[config.mk]
export PLATFORM = sky130hd
export DESIGN_NAME = hsi_top
export DESIGN_NICKNAME = d
export VERILOG_FILES = /design/src/hsi_pkg.sv /design/src/hsi_top.sv /design/src/hsi_fifo.sv /design/src/hsi_uart.sv
export SDC_FILE = /design/constraint.sdc
export NUM_CORES = 1
export LEC_CHECK = 0
export BUFFER_PORTS_ARGS = -buffer_cell sky130_fd_sc_hd__buf_2
export CELL_PAD_IN_SITES_DETAIL_PLACEMENT = 1
export CELL_PAD_IN_SITES_GLOBAL_PLACEMENT = 2
export CORE_AREA = 2 2 233 235
export DETAILED_ROUTE_END_ITERATION = 8
export DIE_AREA = 0 0 235 237
export PLACE_DENSITY = 0.8
export SLEW_MARGIN = 10
export SYNTH_ARGS = -nofsm -noshare
export SYNTH_HDL_FRONTEND = slang
export SYNTH_SLANG_ARGS = --single-unit
[constraint.sdc]
create_clock -name CLK_SYS -period 7.93 [get_ports CLK_SYS]
set_input_delay 0.793 -clock CLK_SYS [delete_from_list [all_inputs] [get_ports CLK_SYS]]
set_output_delay 0.793 -clock CLK_SYS [all_outputs]
set_load 0.1 [all_outputs]
[src/hsi_pkg.sv]
// Purpose: shared constants and types of the host serial interface
// Assumes: CLK_SYS at 20 MHz; baud figures expressed against a 27.12 MHz device clock
// Notes: register addresses are six-bit register indices
package hsi_pkg;

  // ----------------------------------------------------------------
  // clocks
  // ----------------------------------------------------------------
  localparam int SYS_CLK_KHZ = 20000;
  localparam int DEV_CLK_KHZ = 27120;

  // ----------------------------------------------------------------
  // widths and depths
  // ----------------------------------------------------------------
  localparam int ADDR_W = 6;
  localparam int DATA_W = 8;
  localparam int WR_FIFO_DEPTH = 8;
  localparam int MODE_WAIT_CYCLES = 3;

  // ----------------------------------------------------------------
  // internal registers
  // ----------------------------------------------------------------
  localparam logic [5:0] SPEED_ADDR = 6'h1F;
  localparam logic [5:0] TEST_PIN_ADDR = 6'h33;
  localparam int LINE_EN_BIT = 7;
  localparam logic [7:0] SPEED_RESET = 8'hEB;
  localparam logic LINE_EN_RESET = 1'b1;
  localparam int SPEED_EXP_MSB = 7;
  localparam int SPEED_EXP_LSB = 5;
  localparam int SPEED_MANT_MSB = 4;
  localparam int SPEED_MANT_LSB = 0;
  localparam int MANT_LOW_OFFSET = 1;
  localparam int MANT_HIGH_OFFSET = 33;

  // ----------------------------------------------------------------
  // address byte layouts
  // ----------------------------------------------------------------
  localparam int RW_BIT = 7;
  localparam int SPI_ADDR_MSB = 6;
  localparam int SPI_ADDR_LSB = 1;
  localparam int UART_ADDR_MSB = 5;
  localparam int UART_ADDR_LSB = 0;
  localparam logic [7:0] SPI_END_BYTE = 8'h00;
  localparam int UART_FRAME_BITS = 9;

  typedef enum logic [1:0] {
    HSI_MODE_NONE = 2'b00,
    HSI_MODE_UART = 2'b01,
    HSI_MODE_SPI = 2'b10,
    HSI_MODE_TWO_WIRE = 2'b11
  } hsi_mode_type;

  // divisor in device clock periods per bit
  function automatic logic [12:0] baud_divisor(input logic [7:0] speed);
    logic [2:0] ex;
    logic [12:0] mant;
    ex = speed[SPEED_EXP_MSB:SPEED_EXP_LSB];
    mant = {8'h00, speed[SPEED_MANT_MSB:SPEED_MANT_LSB]};
    if (ex == 3'h0) begin
      baud_divisor = mant + 13'(MANT_LOW_OFFSET);
    end else begin
      baud_divisor = 13'((mant + 13'(MANT_HIGH_OFFSET)) << (ex - 3'h1));
    end
  endfunction : baud_divisor

endpackage : hsi_pkg

[src/hsi_top.sv]
// Purpose: host port that selects SPI, UART or two-wire (pins released) after reset and turns serial
//          transfers into register reads and writes
// Assumes: SCK well below CLK_SYS/4; register reads answer on REG_RD_DATA
//          in the cycle after REG_RD_STROBE
// Notes: writes pass a FIFO; reads do not wait for it to drain
`timescale 1ns/1ps

module hsi_top
  import hsi_pkg::*;
(
  input wire logic CLK_SYS,
  input wire logic RST_N,
  input wire logic TWO_WIRE_SEL_PIN,
  input wire logic EXT_ADDR_SELECT_PIN,
  input wire logic SPI_SELECT_N,
  input wire logic D5_IN,
  output logic D5_OUT,
  output logic D5_OE,
  input wire logic D6_IN,
  output logic D6_OUT,
  output logic D6_OE,
  input wire logic D7_IN,
  output logic D7_OUT,
  output logic D7_OE,
  output logic [1:0] HOST_MODE,
  output logic REG_RD_STROBE,
  output logic [5:0] REG_RD_ADDR,
  input wire logic [7:0] REG_RD_DATA,
  output logic REG_WR_VALID,
  input wire logic REG_WR_READY,
  output logic [5:0] REG_WR_ADDR,
  output logic [7:0] REG_WR_DATA,
  output logic WR_OVERRUN
);

  // ----------------------------------------------------------------
  // pin synchronisers
  // ----------------------------------------------------------------
  logic [1:0] sel_sync;
  logic [1:0] ea_sync;
  logic [1:0] nss_sync;
  logic [1:0] sck_sync;
  logic [1:0] mosi_sync;
  logic sck_prev;

  always_ff @(posedge CLK_SYS or negedge RST_N) begin
    if (!RST_N) begin
      sel_sync <= 2'h0;
      ea_sync <= 2'h0;
      nss_sync <= 2'h3;
      sck_sync <= 2'h0;
      mosi_sync <= 2'h0;
      sck_prev <= 1'b0;
    end else begin
      sel_sync <= {sel_sync[0], TWO_WIRE_SEL_PIN};
      ea_sync <= {ea_sync[0], EXT_ADDR_SELECT_PIN};
      nss_sync <= {nss_sync[0], SPI_SELECT_N};
      sck_sync <= {sck_sync[0], D5_IN};
      mosi_sync <= {mosi_sync[0], D6_IN};
      sck_prev <= sck_sync[1];
    end
  end

  logic spi_select_n;
  logic sck_rise;
  logic sck_fall;
  // the select pin doubles as the UART receive line
  assign spi_select_n = nss_sync[1];
  assign sck_rise = sck_sync[1] && !sck_prev;
  assign sck_fall = !sck_sync[1] && sck_prev;

  // ----------------------------------------------------------------
  // interface selection
  // ----------------------------------------------------------------
  hsi_mode_type mode;
  logic mode_done;
  logic [1:0] mode_wait;

  // waits for the synchronisers to fill before sampling
  always_ff @(posedge CLK_SYS or negedge RST_N) begin
    if (!RST_N) begin
      mode <= HSI_MODE_NONE;
      mode_done <= 1'b0;
      mode_wait <= 2'h0;
    end else if (!mode_done) begin
      if (mode_wait == 2'(MODE_WAIT_CYCLES)) begin
        mode_done <= 1'b1;
        if (sel_sync[1]) begin
          mode <= HSI_MODE_TWO_WIRE;
        end else if (ea_sync[1]) begin
          mode <= HSI_MODE_SPI;
        end else begin
          mode <= HSI_MODE_UART;
        end
      end else begin
        mode_wait <= mode_wait + 2'h1;
      end
    end
  end

  logic is_spi;
  logic is_uart;
  assign is_spi = (mode == HSI_MODE_SPI);
  assign is_uart = (mode == HSI_MODE_UART);

  // ----------------------------------------------------------------
  // SPI byte shifter
  // ----------------------------------------------------------------
  logic [7:0] spi_shift;
  logic [2:0] spi_bits;
  logic spi_byte_valid;
  logic [7:0] spi_byte;

  always_ff @(posedge CLK_SYS or negedge RST_N) begin
    if (!RST_N) begin
      spi_shift <= 8'h00;
      spi_bits <= 3'h0;
      spi_byte_valid <= 1'b0;
      spi_byte <= 8'h00;
    end else begin
      spi_byte_valid <= 1'b0;
      if (!is_spi || spi_select_n) begin
        spi_bits <= 3'h0;
      end else if (sck_rise) begin
        spi_shift <= {spi_shift[6:0], mosi_sync[1]};
        spi_bits <= spi_bits + 3'h1;
        if (spi_bits == 3'h7) begin
          spi_byte_valid <= 1'b1;
          spi_byte <= {spi_shift[6:0], mosi_sync[1]};
        end
      end
    end
  end

  // ----------------------------------------------------------------
  // internal registers
  // ----------------------------------------------------------------
  logic [7:0] speed;
  logic line_en;
  logic wr_req;
  logic [5:0] wr_addr;
  logic [7:0] wr_data;

  always_ff @(posedge CLK_SYS or negedge RST_N) begin
    if (!RST_N) begin
      speed <= SPEED_RESET;
      line_en <= LINE_EN_RESET;
    end else if (wr_req) begin
      if (wr_addr == SPEED_ADDR) begin
        speed <= wr_data;
      end
      if (wr_addr == TEST_PIN_ADDR) begin
        line_en <= wr_data[LINE_EN_BIT];
      end
    end
  end

  function automatic logic [7:0] read_mux(input logic [5:0] a, input logic [7:0] ext,
                                          input logic [7:0] spd, input logic len);
    if (a == SPEED_ADDR) begin
      read_mux = spd;
    end else if (a == TEST_PIN_ADDR) begin
      read_mux = {len, 7'h00};
    end else begin
      read_mux = ext;
    end
  endfunction : read_mux

  // ----------------------------------------------------------------
  // UART
  // ----------------------------------------------------------------
  logic tx_start;
  logic [7:0] tx_data;
  logic tx_busy;
  logic tx_line;
  logic rx_valid;
  logic [7:0] rx_data;

  hsi_uart u_uart (
    .clk(CLK_SYS),
    .rst_n(RST_N),
    .speed(speed),
    .rx_in(spi_select_n),
    .tx_start(tx_start),
    .tx_data(tx_data),
    .tx_busy(tx_busy),
    .tx_line(tx_line),
    .rx_valid(rx_valid),
    .rx_data(rx_data)
  );

  // ----------------------------------------------------------------
  // transaction decoder
  // ----------------------------------------------------------------
  logic txn_first;
  logic txn_read;
  logic [5:0] txn_addr;
  logic uart_wait_data;
  logic rd_pending;
  logic rd_for_uart;
  logic miso_load;
  logic [7:0] miso_value;

  always_ff @(posedge CLK_SYS or negedge RST_N) begin
    if (!RST_N) begin
      txn_first <= 1'b1;
      txn_read <= 1'b0;
      txn_addr <= 6'h00;
      uart_wait_data <= 1'b0;
      rd_pending <= 1'b0;
      rd_for_uart <= 1'b0;
      REG_RD_STROBE <= 1'b0;
      REG_RD_ADDR <= 6'h00;
      wr_req <= 1'b0;
      wr_addr <= 6'h00;
      wr_data <= 8'h00;
      tx_start <= 1'b0;
      tx_data <= 8'h00;
      miso_load <= 1'b0;
      miso_value <= 8'h00;
    end else begin
      REG_RD_STROBE <= 1'b0;
      wr_req <= 1'b0;
      tx_start <= 1'b0;
      miso_load <= 1'b0;
      rd_pending <= REG_RD_STROBE;
      if (rd_pending) begin
        if (rd_for_uart) begin
          tx_start <= 1'b1;
          tx_data <= read_mux(REG_RD_ADDR, REG_RD_DATA, speed, line_en);
        end else begin
          miso_load <= 1'b1;
          miso_value <= read_mux(REG_RD_ADDR, REG_RD_DATA, speed, line_en);
        end
      end
      if (is_spi && spi_select_n) begin
        txn_first <= 1'b1;
      end else if (is_spi && spi_byte_valid) begin
        txn_first <= 1'b0;
        if (txn_first) begin
          txn_read <= spi_byte[RW_BIT];
          txn_addr <= spi_byte[SPI_ADDR_MSB:SPI_ADDR_LSB];
          if (spi_byte[RW_BIT]) begin
            REG_RD_STROBE <= 1'b1;
            REG_RD_ADDR <= spi_byte[SPI_ADDR_MSB:SPI_ADDR_LSB];
            rd_for_uart <= 1'b0;
          end
        end else if (txn_read) begin
          if (spi_byte != SPI_END_BYTE) begin
            REG_RD_STROBE <= 1'b1;
            REG_RD_ADDR <= spi_byte[SPI_ADDR_MSB:SPI_ADDR_LSB];
            rd_for_uart <= 1'b0;
          end
        end else begin
          wr_req <= 1'b1; // same address for every byte
          wr_addr <= txn_addr;
          wr_data <= spi_byte;
        end
      end else if (is_uart && rx_valid) begin
        if (!uart_wait_data) begin
          if (rx_data[RW_BIT]) begin
            REG_RD_STROBE <= 1'b1;
            REG_RD_ADDR <= rx_data[UART_ADDR_MSB:UART_ADDR_LSB];
            rd_for_uart <= 1'b1;
          end else begin
            uart_wait_data <= 1'b1;
            txn_addr <= rx_data[UART_ADDR_MSB:UART_ADDR_LSB];
            tx_start <= 1'b1; // echo in the data slot
            tx_data <= rx_data;
          end
        end else begin
          uart_wait_data <= 1'b0;
          wr_req <= 1'b1;
          wr_addr <= txn_addr;
          wr_data <= rx_data;
        end
      end
    end
  end

  // ----------------------------------------------------------------
  // MISO shifter: changes only on falling edges
  // ----------------------------------------------------------------
  logic [7:0] miso_shift;
  logic miso_bit;

  always_ff @(posedge CLK_SYS or negedge RST_N) begin
    if (!RST_N) begin
      miso_shift <= 8'h00;
      miso_bit <= 1'b0;
    end else if (miso_load) begin
      miso_shift <= miso_value;
    end else if (is_spi && !spi_select_n && sck_fall) begin
      miso_bit <= miso_shift[7]; // msb first
      miso_shift <= {miso_shift[6:0], 1'b0};
    end
  end

  // ----------------------------------------------------------------
  // write FIFO and register write port
  // ----------------------------------------------------------------
  logic fifo_in_ready;
  logic fifo_out_valid;
  logic fifo_out_ready;
  logic [13:0] fifo_out_data;

  // a serial master cannot be stalled, so a full FIFO drops and flags
  assign fifo_out_ready = !REG_WR_VALID || REG_WR_READY;

  hsi_fifo #(
    .WIDTH(ADDR_W + DATA_W),
    .DEPTH(WR_FIFO_DEPTH)
  ) u_wr_fifo (
    .clk(CLK_SYS),
    .rst_n(RST_N),
    .in_valid(wr_req),
    .in_ready(fifo_in_ready),
    .in_data({wr_addr, wr_data}),
    .out_valid(fifo_out_valid),
    .out_ready(fifo_out_ready),
    .out_data(fifo_out_data)
  );

  always_ff @(posedge CLK_SYS or negedge RST_N) begin
    if (!RST_N) begin
      REG_WR_VALID <= 1'b0;
      REG_WR_ADDR <= 6'h00;
      REG_WR_DATA <= 8'h00;
      WR_OVERRUN <= 1'b0;
    end else begin
      if (fifo_out_ready) begin
        REG_WR_VALID <= fifo_out_valid;
        if (fifo_out_valid) begin
          REG_WR_ADDR <= fifo_out_data[13:8];
          REG_WR_DATA <= fifo_out_data[7:0];
        end
      end
      if (wr_req && !fifo_in_ready) begin
        WR_OVERRUN <= 1'b1;
      end
    end
  end

  // ----------------------------------------------------------------
  // pin drivers
  // ----------------------------------------------------------------
  always_ff @(posedge CLK_SYS or negedge RST_N) begin
    if (!RST_N) begin
      D5_OUT <= 1'b0;
      D5_OE <= 1'b0;
      D6_OUT <= 1'b1;
      D6_OE <= 1'b0;
      D7_OUT <= 1'b1;
      D7_OE <= 1'b0;
      HOST_MODE <= 2'h0;
    end else begin
      HOST_MODE <= mode;
      if (is_spi) begin
        D5_OUT <= 1'b0; // sck is an input only
        D5_OE <= 1'b0;
        D6_OUT <= 1'b0;
        D6_OE <= 1'b0;
        D7_OUT <= miso_bit;
        D7_OE <= !spi_select_n;
      end else if (is_uart) begin
        D5_OUT <= tx_busy;
        D5_OE <= line_en;
        D6_OUT <= tx_line;
        D6_OE <= line_en;
        D7_OUT <= tx_line;
        D7_OE <= 1'b1;
      end else begin
        D5_OUT <= 1'b0;
        D5_OE <= 1'b0;
        D6_OUT <= 1'b1;
        D6_OE <= 1'b0;
        D7_OUT <= 1'b1;
        D7_OE <= 1'b0;
      end
    end
  end

endmodule : hsi_top

[src/hsi_fifo.sv]
// Purpose: small flip-flop FIFO with valid/ready on both sides
// Assumes: DEPTH is a power of two
// Notes: out_data is read from storage by index
`timescale 1ns/1ps
module hsi_fifo #(
  parameter int WIDTH = 14,
  parameter int DEPTH = 8
) (
  input wire logic clk,
  input wire logic rst_n,
  input wire logic in_valid,
  output logic in_ready,
  input wire logic [WIDTH-1:0] in_data,
  output logic out_valid,
  input wire logic out_ready,
  output logic [WIDTH-1:0] out_data
);
  localparam int PW = $clog2(DEPTH);

  logic [WIDTH-1:0] mem [DEPTH];
  logic [PW-1:0] wr_ptr;
  logic [PW-1:0] rd_ptr;
  logic [PW:0] count;
  logic push;
  logic pop;

  assign in_ready = (count != (PW+1)'(DEPTH));
  assign out_valid = (count != '0);
  assign out_data = mem[rd_ptr];
  assign push = in_valid && in_ready;
  assign pop = out_valid && out_ready;

  always_ff @(posedge clk) begin
    if (push) begin
      mem[wr_ptr] <= in_data;
    end
  end

  always_ff @(posedge clk or negedge rst_n) begin
    if (!rst_n) begin
      wr_ptr <= '0;
      rd_ptr <= '0;
      count <= '0;
    end else begin
      if (push) begin
        wr_ptr <= wr_ptr + 1'b1;
      end
      if (pop) begin
        rd_ptr <= rd_ptr + 1'b1;
      end
      if (push && !pop) begin
        count <= count + 1'b1;
      end else if (pop && !push) begin
        count <= count - 1'b1;
      end
    end
  end

endmodule : hsi_fifo

[src/hsi_uart.sv]
// Purpose: 8N1 transmitter and receiver with programmable rate
// Assumes: rx_in already synchronised to clk
// Notes: rate tracks a 27.12 MHz reference by fractional accumulation
`timescale 1ns/1ps
module hsi_uart
  import hsi_pkg::*;
(
  input wire logic clk,
  input wire logic rst_n,
  input wire logic [7:0] speed,
  input wire logic rx_in,
  input wire logic tx_start,
  input wire logic [7:0] tx_data,
  output logic tx_busy,
  output logic tx_line,
  output logic rx_valid,
  output logic [7:0] rx_data
);
  logic [31:0] threshold;
  logic [31:0] tx_acc;
  logic [31:0] rx_acc;
  logic [8:0] tx_frame;
  logic [3:0] tx_cnt;
  logic [3:0] rx_cnt;
  logic rx_busy;
  logic tx_tick;
  logic rx_tick;

  // average error zero against the reference; jitter of one system clock per bit
  assign threshold = 32'(baud_divisor(speed)) * 32'(SYS_CLK_KHZ);
  assign tx_tick = (tx_acc + 32'(DEV_CLK_KHZ)) >= threshold;
  assign rx_tick = (rx_acc + 32'(DEV_CLK_KHZ)) >= threshold;

  // ----------------------------------------------------------------
  // transmitter
  // ----------------------------------------------------------------
  always_ff @(posedge clk or negedge rst_n) begin
    if (!rst_n) begin
      tx_busy <= 1'b0;
      tx_line <= 1'b1;
      tx_frame <= '1;
      tx_cnt <= '0;
      tx_acc <= '0;
    end else if (tx_start && !tx_busy) begin
      tx_frame <= {1'b1, tx_data}; // lsb first, stop last
      tx_line <= 1'b0;
      tx_cnt <= '0;
      tx_acc <= '0;
      tx_busy <= 1'b1;
    end else if (tx_busy) begin
      if (tx_tick) begin
        tx_acc <= tx_acc + 32'(DEV_CLK_KHZ) - threshold;
        if (tx_cnt == 4'(UART_FRAME_BITS)) begin
          tx_busy <= 1'b0;
        end else begin
          tx_line <= tx_frame[0];
          tx_frame <= {1'b1, tx_frame[8:1]};
          tx_cnt <= tx_cnt + 4'h1;
        end
      end else begin
        tx_acc <= tx_acc + 32'(DEV_CLK_KHZ);
      end
    end
  end

  // ----------------------------------------------------------------
  // receiver: sample in mid bit
  // ----------------------------------------------------------------
  always_ff @(posedge clk or negedge rst_n) begin
    if (!rst_n) begin
      rx_busy <= 1'b0;
      rx_cnt <= '0;
      rx_acc <= '0;
      rx_data <= '0;
      rx_valid <= 1'b0;
    end else begin
      rx_valid <= 1'b0;
      if (!rx_busy) begin
        if (!rx_in) begin
          rx_busy <= 1'b1;
          rx_cnt <= '0;
          rx_acc <= threshold >> 1;
        end
      end else if (rx_tick) begin
        rx_acc <= rx_acc + 32'(DEV_CLK_KHZ) - threshold;
        rx_cnt <= rx_cnt + 4'h1;
        if (rx_cnt == 4'h0 && rx_in) begin
          rx_busy <= 1'b0; // glitch, not a start bit
        end else if (rx_cnt == 4'(UART_FRAME_BITS)) begin
          rx_busy <= 1'b0;
          rx_valid <= rx_in; // stop bit must be one, no parity
        end else if (rx_cnt != 4'h0) begin
          rx_data <= {rx_in, rx_data[7:1]};
        end
      end else begin
        rx_acc <= rx_acc + 32'(DEV_CLK_KHZ);
      end
    end
  end

endmodule : hsi_uart

==> flow_summary.yaml <==
grt:
  grt_util_met1_pct: 26.8
  grt_use_total_pct: 21.5
  grt_start_max_net_pins: 124
  antenna_found_initial: 0
  grt_pass1_wl_mm: 96.9
  grt_util_met2_pct: 39.0
  top_usage_layer: "met2"
  grt_pass1_vias: 17700
  overflow: 0
  met3_usage_pct: 2.72
floorplan:
  die_x_um: 235
  start_util_pct: 37.7
  io_pins: 48
  rows: 85
  die_y_um: 237
  coreArea_um2: 53300
  die-area_um2: 55700
timing:
  max-slew-margin-rel_pct: 30.4
  slew_violations: 0
  whs_ps: 283
  setup_viol: 40
  timing.final.ws_setup_ps: -152
  hold_violations: 0
  skew_ps: 13.2
  fin_crit_sh_pct: 102
  grt_setup_unrepaired: "true"
  max_slew.worst_pin.slew_ps: 1040
  layout_min_cycle_time_ps: 8080
  timing.fmax_mhz: 124
clock_network:
  clock_sinks: 333
  clk_path_buf_depth: 3
  cts_htree_levels: 2
  cts_tree: "done"
  holdBufCountCts: 0
  clk_latency_ps: 560
  root_buffer: "clkbuf_16"
  cts_buffers: 39
  path_clk_slew_ps: 60
critical_path:
  worstReg2RegEnd: "u_uart.rx_data[1]"
  required_ps: 8370
  crit_type: "flip-flop to flip-flop"
  critical-path-slowest-cell: "fa_2"
  worst-path-max-fanout: 8
  slowest_delay_ps: 580
  r2r_setup_slack_ps: -150
  crit_path_end_kind: "flip-flop"
  cp-start-kind: "flip-flop"
  r2r_start: "speed[1]"
  arrival_ps: 8520
  reg2regPathDepth: 37
final_layout:
  nets: 2489
  fin_cells: 3047
  layout-drive-gt1-share_pct: 31.9
  diodes: 0
  final_cell_area_um2: 26400
  fill_cells: 5779
  areaGrowthSynthToFinish_pct: 31.6
drt:
  num_vias: 16600
  drcViolationCount: 0
  vias_per_cell: 5.43
  postRouteAntennaNets: 0
  first_pass_iters: 5
  drt-initial-drc-count: 764
  totalWireLength_mm: 62.5
  wl_per_cell_um: 20.5
status:
  status: "finished, violations left"
  violations: "setup timing"
worst_hold_path:
  hold_path.class: "primary input to asynchronous set/reset pin"
placement:
  dp.cells: 2908
  dpl_cell_area_um2: 22800
  dp_hpwl_mm: 42.5
  io_buffers: 46
  globalplace.congestion: 0.868
power:
  power_mw: 9.83
  peakVddDrop_mv: 0.259
  p_leak_nw: 11.7
  power.density_nw_per_um2: 372
logic_synthesis:
  synth_area_um2: 20100
  yosysSeqAreaShare_pct: 44.4
  yosysTopAreaCell: "dfrtp_1"
  synth.area.top_cells: "dfrtp_1 25%, edfxtp_1 17%, ha_1 7.7%"
  syn-num-nets: 2172
  ys_warn_count: 0
  syn_avg_cell_area_um2: 10.0
  synth_cell_types: 84
  synth_cells: 2003
  synthArstFlopShare_pct: 66.4
  synth_top_area_share_pct: 24.9
  ys_top_cells_by_count: "245 x nand2_1, 200 x dfrtp_1, 149 x a21oi_1"
  synth.most_common_cell: "nand2_1"
  synthFlopType: "dfrtp_1"
  synth_edf_count: 112
  synth-seq-cells: 333
run:
  maxCapViolCount: 0
==> per-stage QoR <==
step                      util [%]  TNS (ps)  setup slack [ps]
after floorplan                  -         0              2.74
after global placement        42.9    -30110              -556
after detailed placement      42.9    -41060              -688
after CTS                     47.1     -1310              -111
after global routing          49.6    -27270              -489
final                         49.6     -3010              -152
==> kinds of logic after synthesis <==
kind of cell | count (synthesis) | share of synthesized area, %
simple gates | 620 | 14.4
mux | 92 | 6.54
buf+inv | 203 | 3.90
compound gates | 483 | 15.0
fa+ha+maj | 153 | 10.6
flops | 333 | 44.4
xor+xnor | 119 | 5.23
==> cells in the final DEF (no fill, tap or decap), types with 26 or more instances in the layout <==
cell         n
xnor2_1     66
inv_1      103
clkbuf_16   41
o21ai_0     86
edfxtp_1   112
dfrtp_1    199
a21o_1      29
a21oi_1    113
buf_4      246
mux2i_1     37
nand3_1     31
nand2_1    226
mux4_2      29
buf_6       40
xor2_1      40
fa_1        26
and3_1      35
ha_1        89
buf_2       45
ha_4        33
a21oi_2     26
nor2_1     120
==> registers in the layout, summed over array words and instances (netlist names), 3 cells and up <==
signal            flops
u_uart.tx_cnt         4
u_wr_fifo.count       4
wr_data               8
u_uart.rx_data        8
miso_value            8
miso_shift            8
spi_shift             7
u_uart.rx_acc        28
u_uart.tx_frame       8
wr_addr               6
spi_byte              8
u_wr_fifo.rd_ptr      3
spi_bits              3
REG_WR_ADDR           6
txn_addr              6
u_wr_fifo.wr_ptr      3
u_uart.tx_acc        28
REG_WR_DATA           8
speed                 8
u_uart.rx_cnt         4
u_wr_fifo.mem       112
REG_RD_ADDR           6
tx_data               8
==> power by group <==
group	switching [mW]	leakage, nW	internal (mW)
Clock	0.746	0.615	1.02
Combinational	2.96	7.14	2.54
Sequential	0.432	3.91	2.13
==> worst max-delay path, delay by kind of cell, from the launching register on <==
family / cells / cell delay, ps
AO/OA/AOI/OAI: 9 / 1630
adder cells (fa/ha/maj): 8 / 2710
XOR/XNOR: 2 / 170
flip-flops: 1 / 570
AND/OR/NAND/NOR: 8 / 1080
multiplexers: 2 / 840
buffers and inverters: 8 / 950
==> metal layers <==
layer	routed length [µm]	part of all wire, %	vias to the layer above
met2	32700	52	227
met4	1620	2.6	0
met3	1610	2.6	95
met1	26600	43	8435
met5	0	0	-
li1	-	-	7803
==> final cells by class <==
class / count / area (µm²) / area share [%]
clock inverter: 19 / 186 / 0.705
inverter: 130 / 495 / 1.87
sequential: 333 / 8920 / 33.7
timing repair buffer: 348 / 2850 / 10.8
tap: 696 / 871 / 3.29
clock buffer: 53 / 1070 / 4.04
multi-input combinational: 1468 / 12000 / 45.5
==> worst max path at each step <==
stage                    endpoint     start
2_1_floorplan  u_uart.tx_frame[3]  speed[5]
3_3_place_gp     u_uart.rx_acc[5]  speed[0]
3_5_place_dp     u_uart.rx_acc[7]  speed[0]
4_1_cts         u_uart.rx_acc[30]  speed[0]
5_1_grt         u_uart.rx_acc[31]  speed[0]
6_report        u_uart.rx_data[1]  speed[1]
==> what timing repair did <==
item,in CTS,in global routing
setup buffers,35,39
setup endpoints to repair,82,82
pin swaps,77,132
gates resized for setup,171,233
gates cloned,3,2
hold endpoints to repair,0,0
Power figures use the tool's default switching activity.
